`config.mk`:
```
export PLATFORM = sky130hd
export DESIGN_NAME = nand_status_and_protect
export DESIGN_NICKNAME = d
export VERILOG_FILES = /design/src/verilog/nand_status_pkg.sv /design/src/verilog/nand_status_and_protect.sv /design/src/verilog/pin_sync3.sv
export VERILOG_INCLUDE_DIRS = /design/src /design/src/verilog
export SDC_FILE = /design/constraint.sdc
export NUM_CORES = 1
export LEC_CHECK = 0
export ABC_AREA = 1
export ABC_CLOCK_PERIOD_IN_PS = 5500
export BUFFER_PORTS_ARGS = -buffer_cell sky130_fd_sc_hd__buf_2
export CAP_MARGIN = 20
export CORE_MARGIN = 2
export CORE_UTILIZATION = 32
export CTS_CLUSTER_SIZE = 40
export DETAILED_ROUTE_END_ITERATION = 6
export PLACE_DENSITY_LB_ADDON = 0.05
export SYNTH_ARGS = -nofsm -noshare
export SYNTH_HDL_FRONTEND = slang
export SYNTH_SLANG_ARGS = --single-unit
export TNS_END_PERCENT = 50
```
`constraint.sdc`:
```
create_clock -name sys_clk -period 5.5 [get_ports sys_clk]
set_input_delay 0.275 -clock sys_clk [delete_from_list [all_inputs] [get_ports sys_clk]]
set_output_delay 0.275 -clock sys_clk [all_outputs]
set_load 0.01 [all_outputs]
```
`src/verilog/nand_status_map.svh`:
```
// Offsets, field positions, opcodes and codes of the status and protection block
`ifndef NAND_STATUS_MAP_SVH
`define NAND_STATUS_MAP_SVH

// Instruction opcodes
`define OP_RD_STATUS_A 8'h0f
`define OP_RD_STATUS_B 8'h05
`define OP_WR_STATUS_A 8'h1f
`define OP_WR_STATUS_B 8'h01
`define OP_WR_ENABLE 8'h06
`define OP_WR_DISABLE 8'h04
`define OP_DEV_RESET 8'hff
`define OP_JEDEC_ID 8'h9f
`define OP_BLK_SWAP 8'ha1
`define OP_FAIL_PAGE 8'ha9
`define OP_BLK_ERASE 8'hd8
`define OP_PROG_EXEC 8'h10
`define OP_PAGE_READ 8'h13

// Frame lengths in whole bytes for committing instructions
`define LEN_SINGLE 4'h1
`define LEN_WR_STATUS 4'h3
`define LEN_PAGE_CMD 4'h4
`define LEN_SWAP 4'h5

// Status register selector (upper nibble of the address byte)
`define SEL_PROT 4'ha
`define SEL_STATUS 4'hc

// Status flag bit positions
`define ST_BUSY 0
`define ST_WEL 1
`define ST_EFAIL 2
`define ST_PFAIL 3
`define ST_ECC_LO 4
`define ST_ECC_HI 5

// Protection register fields
`define PR_BP_HI 6
`define PR_BP_LO 3
`define PR_TB 2
`define PR_WR_MASK 8'h7c

// Page address field that selects the block
`define BLK_HI 15
`define BLK_LO 6
`define BLK_COUNT 11'h400

// Cumulative ECC codes
`define ECC_NONE 2'h0
`define ECC_CORR 2'h1
`define ECC_ONE_FAIL 2'h2
`define ECC_MULTI_FAIL 2'h3

// Per-page result codes from the array engine
`define PG_CLEAN 2'h0
`define PG_CORR 2'h1
`define PG_FAIL 2'h2

`endif

```
`src/verilog/nand_status_pkg.sv`:
```
// Types shared by the status and protection block
package nand_status_pkg;
   // Operation handed to the array engine
   typedef enum logic [2:0] {
      OPK_NONE,
      OPK_PAGE_READ,
      OPK_PROGRAM,
      OPK_ERASE,
      OPK_SWAP,
      OPK_CONT_END
   } op_kind_t;
endpackage

```
`src/verilog/nand_status_and_protect.sv`:
```
// Status flags, ECC accumulation and block protection behind the serial link
`timescale 1ns/1ps
`default_nettype none
`include "nand_status_map.svh"
module nand_status_and_protect
   import nand_status_pkg::*;
#(
   parameter logic [7:0] PROT_RESET = 8'h00,
   parameter logic [7:0] MFR_ID = 8'h5a, // Arbitrary value
   parameter logic [15:0] DEV_ID = 16'h1234 // Arbitrary value
) (
   input wire logic sys_clk,
   input wire logic rst,
   input wire logic spi_cs_n,
   input wire logic spi_sck,
   input wire logic spi_di,
   output logic spi_do,
   output logic spi_do_oe,
   input wire logic buf_mode,
   input wire logic ecc_enable,
   input wire logic op_done,
   input wire logic op_fail,
   input wire logic page_ecc_valid,
   input wire logic [1:0] page_ecc_result,
   input wire logic [15:0] page_ecc_page,
   output logic op_start,
   output var op_kind_t op_kind,
   output logic [15:0] op_page,
   output logic dev_reset,
   output logic [7:0] nand_status_flags,
   output logic block_protect_bit3,
   output logic block_protect_bit2,
   output logic block_protect_bit1,
   output logic block_protect_bit0,
   output logic top_bottom_select
);
   // Synchronised link pins
   logic cs_s;
   logic sck_s;
   logic di_s;

   // Link framing state
   logic [7:0] rx_q, rx_d;
   logic [2:0] bit_cnt_q, bit_cnt_d;
   logic [3:0] byte_cnt_q, byte_cnt_d;
   logic [7:0] opcode_q, opcode_d;
   logic [7:0] sr_addr_q, sr_addr_d;
   logic [7:0] wr_data_q, wr_data_d;
   logic [15:0] page_address_q, page_address_d;
   logic [7:0] tx_q, tx_d;
   logic do_q, do_d;
   logic oe_q, oe_d;
   logic ignore_q, ignore_d;
   logic sck_last_q, sck_last_d;
   logic cs_last_q, cs_last_d;

   // Flags and protection state
   logic busy_q, busy_d;
   logic write_enable_latch_q, write_enable_latch_d;
   logic pfail_q, pfail_d;
   logic efail_q, efail_d;
   logic [1:0] ecc_q, ecc_d;
   logic [7:0] prot_q, prot_d;
   logic [15:0] fail_page_q, fail_page_d;
   op_kind_t run_kind_q, run_kind_d;
   logic op_start_q, op_start_d;
   op_kind_t op_kind_q, op_kind_d;
   logic [15:0] op_page_q, op_page_d;
   logic dev_reset_q, dev_reset_d;
   logic [7:0] status_q, status_d;
   logic [7:0] status_now;

   // Block lies inside the protected range
   function automatic logic blk_protected(input logic [3:0] bp, input logic tb,
                                          input logic [9:0] blk);
      logic [10:0] span;
      span = 11'h1 << bp;
      if (bp == 4'h0) begin
         return 1'b0;
      end else if (bp[3] && (bp[2] || bp[1])) begin
         return 1'b1;
      end else if (tb) begin
         return {1'b0, blk} < span;
      end else begin
         return {1'b0, blk} >= (`BLK_COUNT - span);
      end
   endfunction

   // Worst outcome so far merged with one page result
   function automatic logic [1:0] ecc_merge(input logic [1:0] cur, input logic [1:0] res,
                                            input logic cont);
      logic [1:0] nxt;
      nxt = cur;
      case (res)
         `PG_CORR: begin
            if (cur == `ECC_NONE) begin
               nxt = `ECC_CORR;
            end
         end
         `PG_FAIL: begin
            if ((cur == `ECC_ONE_FAIL || cur == `ECC_MULTI_FAIL) && cont) begin
               nxt = `ECC_MULTI_FAIL;
            end else if (cur != `ECC_MULTI_FAIL) begin
               nxt = `ECC_ONE_FAIL;
            end
         end
         default: nxt = cur; // Clean page leaves code as is
      endcase
      return nxt;
   endfunction

   // Any array read opcode that streams data
   function automatic logic is_read_op(input logic [7:0] op);
      case (op)
         8'h03, 8'h0b, 8'h0c, 8'h3b, 8'h3c, 8'h6b, 8'h6c,
         8'hbb, 8'hbc, 8'heb, 8'hec: return 1'b1;
         default: return 1'b0;
      endcase
   endfunction

   // Register read selected by the address byte
   function automatic logic [7:0] sr_read(input logic [7:0] addr, input logic [7:0] prot,
                                          input logic [7:0] stat);
      if (addr[7:4] == `SEL_PROT) begin
         return prot;
      end else if (addr[7:4] == `SEL_STATUS) begin
         return stat;
      end else begin
         return 8'h00;
      end
   endfunction

   pin_sync3 #(
      .W(3),
      .RST_VAL(3'h4)
   ) u_sync (
      .sys_clk(sys_clk),
      .rst(rst),
      .d({spi_cs_n, spi_sck, spi_di}),
      .q({cs_s, sck_s, di_s})
   );

   // Live status image, reserved bits read zero
   always_comb begin
      status_now = 8'h00;
      status_now[`ST_BUSY] = busy_q;
      status_now[`ST_WEL] = write_enable_latch_q;
      status_now[`ST_EFAIL] = efail_q;
      status_now[`ST_PFAIL] = pfail_q;
      status_now[`ST_ECC_HI:`ST_ECC_LO] = ecc_q;
   end

   // Next-state logic for framing, flags and engine requests
   always_comb begin
      logic [7:0] rx_byte;
      logic [3:0] nb;
      logic [7:0] txb;
      logic txv;
      logic whole;
      logic cs_rise;
      logic cs_fall;
      logic sck_rise;
      op_kind_t k;
      rx_byte = {rx_q[6:0], di_s};
      nb = (byte_cnt_q == 4'hf) ? byte_cnt_q : byte_cnt_q + 4'h1;
      txb = 8'h00;
      txv = 1'b0;
      whole = (bit_cnt_q == 3'h0);
      cs_rise = cs_s && !cs_last_q;
      cs_fall = !cs_s && cs_last_q;
      sck_rise = sck_s && !sck_last_q && !cs_s;
      k = OPK_NONE;
      rx_d = rx_q;
      bit_cnt_d = bit_cnt_q;
      byte_cnt_d = byte_cnt_q;
      opcode_d = opcode_q;
      sr_addr_d = sr_addr_q;
      wr_data_d = wr_data_q;
      page_address_d = page_address_q;
      tx_d = tx_q;
      do_d = do_q;
      oe_d = oe_q;
      ignore_d = ignore_q;
      busy_d = busy_q;
      write_enable_latch_d = write_enable_latch_q;
      pfail_d = pfail_q;
      efail_d = efail_q;
      ecc_d = ecc_q;
      prot_d = prot_q;
      fail_page_d = fail_page_q;
      run_kind_d = run_kind_q;
      op_start_d = 1'b0;
      op_kind_d = op_kind_q;
      op_page_d = op_page_q;
      dev_reset_d = 1'b0;
      status_d = status_now;
      sck_last_d = sck_s;
      cs_last_d = cs_s;

      // Frame start
      if (cs_fall) begin
         bit_cnt_d = 3'h0;
         byte_cnt_d = 4'h0;
         ignore_d = 1'b0;
         oe_d = 1'b0;
      end

      // Engine finished; placed before commits so a new start wins
      if (op_done) begin
         busy_d = 1'b0;
         run_kind_d = OPK_NONE;
      end

      // Bit taken on a rising link clock; next output bit launched at once
      if (sck_rise) begin
         rx_d = rx_byte;
         bit_cnt_d = bit_cnt_q + 3'h1;
         if (oe_q) begin
            do_d = tx_q[7];
            tx_d = {tx_q[6:0], 1'b0};
         end
         if (bit_cnt_q == 3'h7) begin
            byte_cnt_d = nb;
            case (byte_cnt_q)
               4'h0: begin
                  opcode_d = rx_byte;
                  if (busy_q && rx_byte != `OP_RD_STATUS_A && rx_byte != `OP_RD_STATUS_B
                      && rx_byte != `OP_JEDEC_ID) begin
                     ignore_d = 1'b1;
                  end else if (is_read_op(rx_byte)) begin
                     ecc_d = `ECC_NONE;
                  end
               end
               4'h1: sr_addr_d = rx_byte;
               4'h2: begin
                  wr_data_d = rx_byte;
                  page_address_d[15:8] = rx_byte;
               end
               4'h3: page_address_d[7:0] = rx_byte;
               default: ;
            endcase
            // Select the byte to return next
            if (nb >= 4'h2 && !ignore_q) begin
               case (opcode_q)
                  `OP_RD_STATUS_A, `OP_RD_STATUS_B: begin
                     txv = 1'b1;
                     txb = sr_read((nb == 4'h2) ? rx_byte : sr_addr_q, prot_q, status_now);
                  end
                  `OP_JEDEC_ID: begin
                     txv = (nb <= 4'h4);
                     txb = (nb == 4'h2) ? MFR_ID : ((nb == 4'h3) ? DEV_ID[15:8] : DEV_ID[7:0]);
                  end
                  `OP_FAIL_PAGE: begin
                     txv = (nb <= 4'h3);
                     txb = (nb == 4'h2) ? fail_page_q[15:8] : fail_page_q[7:0];
                  end
                  default: txv = 1'b0;
               endcase
            end
            if (txv) begin
               do_d = txb[7];
               tx_d = {txb[6:0], 1'b0};
               oe_d = 1'b1;
            end else begin
               oe_d = 1'b0;
            end
         end
      end

      // Frame end commits the instruction
      if (cs_rise) begin
         oe_d = 1'b0;
         if (!ignore_q) begin
            case (opcode_q)
               `OP_WR_ENABLE: begin
                  if (whole && byte_cnt_q == `LEN_SINGLE) begin
                     write_enable_latch_d = 1'b1;
                  end
               end
               `OP_WR_DISABLE: begin
                  if (whole && byte_cnt_q == `LEN_SINGLE) begin
                     write_enable_latch_d = 1'b0;
                  end
               end
               `OP_DEV_RESET: begin
                  if (whole && byte_cnt_q == `LEN_SINGLE) begin
                     pfail_d = 1'b0;
                     efail_d = 1'b0;
                     ecc_d = `ECC_NONE;
                     dev_reset_d = 1'b1;
                  end
               end
               `OP_WR_STATUS_A, `OP_WR_STATUS_B: begin
                  if (whole && byte_cnt_q == `LEN_WR_STATUS && sr_addr_q[7:4] == `SEL_PROT) begin
                     prot_d = wr_data_q & `PR_WR_MASK;
                  end
               end
               `OP_PROG_EXEC, `OP_BLK_ERASE: begin
                  if (whole && byte_cnt_q == `LEN_PAGE_CMD) begin
                     pfail_d = 1'b0;
                     efail_d = 1'b0;
                     write_enable_latch_d = 1'b0;
                     if (write_enable_latch_q) begin
                        if (blk_protected(prot_q[`PR_BP_HI:`PR_BP_LO], prot_q[`PR_TB],
                                          page_address_q[`BLK_HI:`BLK_LO])) begin
                           // Refused: flag failure, no engine start
                           if (opcode_q == `OP_PROG_EXEC) begin
                              pfail_d = 1'b1;
                           end else begin
                              efail_d = 1'b1;
                           end
                        end else begin
                           k = (opcode_q == `OP_PROG_EXEC) ? OPK_PROGRAM : OPK_ERASE;
                        end
                     end
                  end
               end
               `OP_PAGE_READ: begin
                  if (whole && byte_cnt_q == `LEN_PAGE_CMD) begin
                     write_enable_latch_d = 1'b0;
                     ecc_d = `ECC_NONE;
                     k = OPK_PAGE_READ;
                  end
               end
               `OP_BLK_SWAP: begin
                  if (whole && byte_cnt_q == `LEN_SWAP) begin
                     k = OPK_SWAP;
                  end
               end
               default: begin
                  if (is_read_op(opcode_q) && !buf_mode) begin
                     k = OPK_CONT_END;
                  end
               end
            endcase
         end
         // Engine start raises busy
         if (k != OPK_NONE) begin
            busy_d = 1'b1;
            op_start_d = 1'b1;
            op_kind_d = k;
            op_page_d = page_address_q;
            run_kind_d = k;
         end
      end

      // Engine failure, after the clears so it survives
      if (op_fail) begin
         if (run_kind_q == OPK_PROGRAM) begin
            pfail_d = 1'b1;
         end else if (run_kind_q == OPK_ERASE) begin
            efail_d = 1'b1;
         end
      end

      // Page results accumulate after any clear
      if (page_ecc_valid && ecc_enable) begin
         ecc_d = ecc_merge(ecc_d, page_ecc_result, !buf_mode);
         if (page_ecc_result == `PG_FAIL && !buf_mode) begin
            fail_page_d = page_ecc_page;
         end
      end
   end

   // State registers; busy set and latch clear at power-up
   always_ff @(posedge sys_clk or posedge rst) begin
      if (rst) begin
         rx_q <= 8'h00;
         bit_cnt_q <= 3'h0;
         byte_cnt_q <= 4'h0;
         opcode_q <= 8'h00;
         sr_addr_q <= 8'h00;
         wr_data_q <= 8'h00;
         page_address_q <= 16'h0000;
         tx_q <= 8'h00;
         do_q <= 1'b0;
         oe_q <= 1'b0;
         ignore_q <= 1'b0;
         sck_last_q <= 1'b0;
         cs_last_q <= 1'b1;
         busy_q <= 1'b1;
         write_enable_latch_q <= 1'b0;
         pfail_q <= 1'b0;
         efail_q <= 1'b0;
         ecc_q <= `ECC_NONE;
         prot_q <= PROT_RESET;
         fail_page_q <= 16'h0000;
         run_kind_q <= OPK_NONE;
         op_start_q <= 1'b0;
         op_kind_q <= OPK_NONE;
         op_page_q <= 16'h0000;
         dev_reset_q <= 1'b0;
         status_q <= 8'h00;
      end else begin
         rx_q <= rx_d;
         bit_cnt_q <= bit_cnt_d;
         byte_cnt_q <= byte_cnt_d;
         opcode_q <= opcode_d;
         sr_addr_q <= sr_addr_d;
         wr_data_q <= wr_data_d;
         page_address_q <= page_address_d;
         tx_q <= tx_d;
         do_q <= do_d;
         oe_q <= oe_d;
         ignore_q <= ignore_d;
         sck_last_q <= sck_last_d;
         cs_last_q <= cs_last_d;
         busy_q <= busy_d;
         write_enable_latch_q <= write_enable_latch_d;
         pfail_q <= pfail_d;
         efail_q <= efail_d;
         ecc_q <= ecc_d;
         prot_q <= prot_d;
         fail_page_q <= fail_page_d;
         run_kind_q <= run_kind_d;
         op_start_q <= op_start_d;
         op_kind_q <= op_kind_d;
         op_page_q <= op_page_d;
         dev_reset_q <= dev_reset_d;
         status_q <= status_d;
      end
   end

   // Outputs straight from registers
   assign spi_do = do_q;
   assign spi_do_oe = oe_q;
   assign op_start = op_start_q;
   assign op_kind = op_kind_q;
   assign op_page = op_page_q;
   assign dev_reset = dev_reset_q;
   assign nand_status_flags = status_q;
   assign block_protect_bit3 = prot_q[`PR_BP_HI];
   assign block_protect_bit2 = prot_q[`PR_BP_HI - 1];
   assign block_protect_bit1 = prot_q[`PR_BP_LO + 1];
   assign block_protect_bit0 = prot_q[`PR_BP_LO];
   assign top_bottom_select = prot_q[`PR_TB];
endmodule // nand_status_and_protect
`default_nettype wire

```
`src/verilog/pin_sync3.sv`:
```
// Three-stage pin synchroniser with agreement filter
`timescale 1ns/1ps
`default_nettype none
module pin_sync3 #(
   parameter int W = 1,
   parameter logic [W-1:0] RST_VAL = '0
) (
   input wire logic sys_clk,
   input wire logic rst,
   input wire logic [W-1:0] d,
   output logic [W-1:0] q
);
   logic [W-1:0] s1_q;
   logic [W-1:0] s2_q;
   logic [W-1:0] s3_q;
   logic [W-1:0] q_d;

   // A bit changes once stages two and three agree
   always_comb begin
      q_d = q;
      for (int i = 0; i < W; i++) begin
         if (s2_q[i] == s3_q[i]) begin
            q_d[i] = s3_q[i];
         end
      end
   end

   // Chain registers
   always_ff @(posedge sys_clk or posedge rst) begin
      if (rst) begin
         s1_q <= RST_VAL;
         s2_q <= RST_VAL;
         s3_q <= RST_VAL;
         q <= RST_VAL;
      end else begin
         s1_q <= d;
         s2_q <= s1_q;
         s3_q <= s2_q;
         q <= q_d;
      end
   end
endmodule // pin_sync3
`default_nettype wire
```
==> qor.yml <==
status:
  status: "finished, final reports clean"
global_route:
  grt_pass1_wl_mm: 29.87
  grt_max_degree: 64
  met1_usage_pct: 26.25
  grt_use_total_pct: 17.96
  use_met2_pct: 27.78
  grt.met3_usage_pct: 2.906
  grt_pass1_vias: 5342
  busiest_layer: "met2"
  antenna_found_initial: 0
  overflow: 0
sta:
  max_freq_mhz: 276.7
  fin_crit_ns: 3.614
  final_max_slew_viol_count: 0
  tightestPinTransition_ns: 0.8081
  setup_tns_ns: 0
  setup_viol: 0
  finClkSkew_ns: 0.01357
  max_slew_margin_pct: 46.13
  hold_violations: 0
  grt_setup_unrepaired: "false"
  finalCritPeriodShare_pct: 65.70
clocking:
  clockBufferDepth: 2
  path_clk_slew_ns: 0.06
  clock_sinks: 124
  numCtsBuffers: 17
  worstSkewPairLatency_ns: 0.42
  cts-root-buf: "clkbuf_16"
  htreeDepth: 4
  cts_tree: "built"
  cts_resized: 0
cells_and_area:
  num_antenna_cells: 0
  syn2layout_area_growth_pct: 18.08
  final_cell_mix: "nand2_1, dfrtp_1, inv_1, o21ai_0"
  drive_above_1_share_pct: 17.22
  fin_area_um2: 7640
  nNetsFinal: 892
  final_common_cell: "nand2_1"
routing:
  drt-total-wl_mm: 18.44
  num_vias: 5400
  vias_per_cell: 4.830
  ant_nets: 0
  drc_errors: 0
  detail_route.iter0.violations: 390
  drt_pass1_iterations: 5
  wire_per_inst_um: 16.49
die:
  die_y_um: 146.2
  dieArea_um2: 21370
  fp.coreArea_um2: 20040
  row_count: 52
  start_util_pct: 32.29
  dieWidth_um: 146.2
  pin_count: 64
pwr:
  power_density_nw_per_um2: 309.4
  finalPower_w: 0.002363
  leakage_nw: 3.755
  vdd_drop_max_uv: 210.5
critical_path:
  crit_path_end_kind: "flip-flop"
  cpPeakStageDelay_ns: 0.50
  crit_path_max_fanout: 24
  cp_slowest_cell: "dfrtp_1"
  critPathBufInv: 2
  critPathLaunchType: "flip-flop"
  cp_top_family: "simple AND/OR/NAND/NOR gates"
  cp.arrival_ns: 3.97
  cpMostUsedCell: "nand2_1"
  critPathKind: "reg -> reg"
  cp.required_ns: 5.86
synthesis:
  synth_edf_count: 0
  synth_cell_types: 44
  synth_top_area_share_pct: 45.64
  synthTopCellsByArea: "dfrtp_1, nand2_1, o21ai_0"
  syn_area_per_cell_um2: 8.403
  ys.flop_type: "dfrtp_1"
  yosysSeqAreaShare_pct: 48.08
  synthCells: 770
  synth-seq-cells: 124
  yosys.area.top_type: "dfrtp_1"
  ys_async_sr_fraction_pct: 100.0
  synth_area_um2: 6470
  yosysWarnings: 0
place:
  dpl.hpwl_mm: 13.60
  port_buffers: 61
  place_area_um2: 7025
  place_congestion: 0.8764
job:
  max-cap-violations: 0
hold_path:
  worstHoldPathType: "in -> async"
state kept, by name, summed over array words and instances (netlist names), 3 cells and up:
signal             cells
tx_q                   8
u_sync.q               3
u_sync.s2_q            3
fail_page_q           16
nand_status_flags      6
u_sync.s3_q            3
sr_addr_q              4
prot_q                 5
u_sync.s1_q            3
page_address_q        16
op_page               16
opcode_q               8
rx_q                   7
bit_cnt_q              3
op_kind                3
run_kind_q             3
byte_cnt_q             4
cells in the mapped netlist, types with 5 or more instances:
cell / n
a21oi_1: 22
buf_4: 6
clkbuf_1: 10
dfrtp_1: 118
dfstp_2: 6
ha_1: 29
inv_1: 86
mux2_2: 21
nand2_1: 184
nand2_2: 5
nand3_1: 60
nand4_1: 12
nor2_1: 61
nor3_1: 14
o211ai_1: 7
o21ai_0: 75
o31ai_1: 5
routing by layer:
metal	up-vias	share of wire [%]
met2	102	46
met5	-	0
met4	0	0.80
met1	2611	50
li1	2680	-
met3	7	3.3
what timing repair did:
action	CTS	global route
hold buffers	3	0
hold endpoints to repair	3	0
setup buffers	0	0
final cells by class:
class	instances	area, µm²
tap	270	337.8
clock inverter	14	145.1
multi-input combinational	535	2913
inverter	91	344.1
sequential	124	3110
clock buffer	18	439.2
fill	2119	12400
timing repair buffer	66	350.3
report_power, final:
| group | switching (W) | total [W] | leakage, nW | internal (W) |
|---|---|---|---|---|
| combinational | 0.000138 | 0.000207 | 1.85 | 0.0000685 |
| sequential | 0.0000505 | 0.00104 | 1.62 | 0.000986 |
| clock | 0.000441 | 0.00112 | 0.278 | 0.000679 |
metrics by stage:
stage / setup WS (ns) / util [%] / hold WS [ns] / cells
detailed placement: 1.894 / 35.06 / 0.3402 / 1083
floorplan: 1.936 / - / 0.2795 / 771
global placement: 2.084 / 35.06 / 0.3336 / 1083
global route: 1.405 / 38.12 / 0.07783 / 1118
CTS: 1.875 / 38.12 / 0.04611 / 1118
finish: 1.886 / 38.12 / 0.009451 / 1118
final timing paths:
kind / slack (ns) / from / to / cells after the start
worst max-delay path: 1.89 / prot_q[6] / op_page[4] / 25
worst min register to register: 0.35 / u_sync.s1_q[1] / u_sync.s2_q[1] / 0
min in group sys_clk: 0.09 / page_ecc_page[6] / fail_page_q[6] / 2
worst min-delay path: 0.009 / rst / u_sync.s1_q[0] / 2
max in group asynchronous: 4.19 / rst / run_kind_q[0] / 3
worst max register to register: 1.89 / prot_q[6] / op_page[4] / 25
logic make-up after synthesis:
group                    share of synthesized area [%]
AO/OA/AOI/OAI                                    10.87
multiplexers                                     3.655
flip-flops                                       48.08
other                                          0.05796
AND/OR/NAND/NOR                                  23.69
buffers and inverters                            7.039
XOR/XNOR                                        0.5416
adder cells (fa/ha/maj)                          6.072
Note: power is estimated with default switching activity, not from simulation.
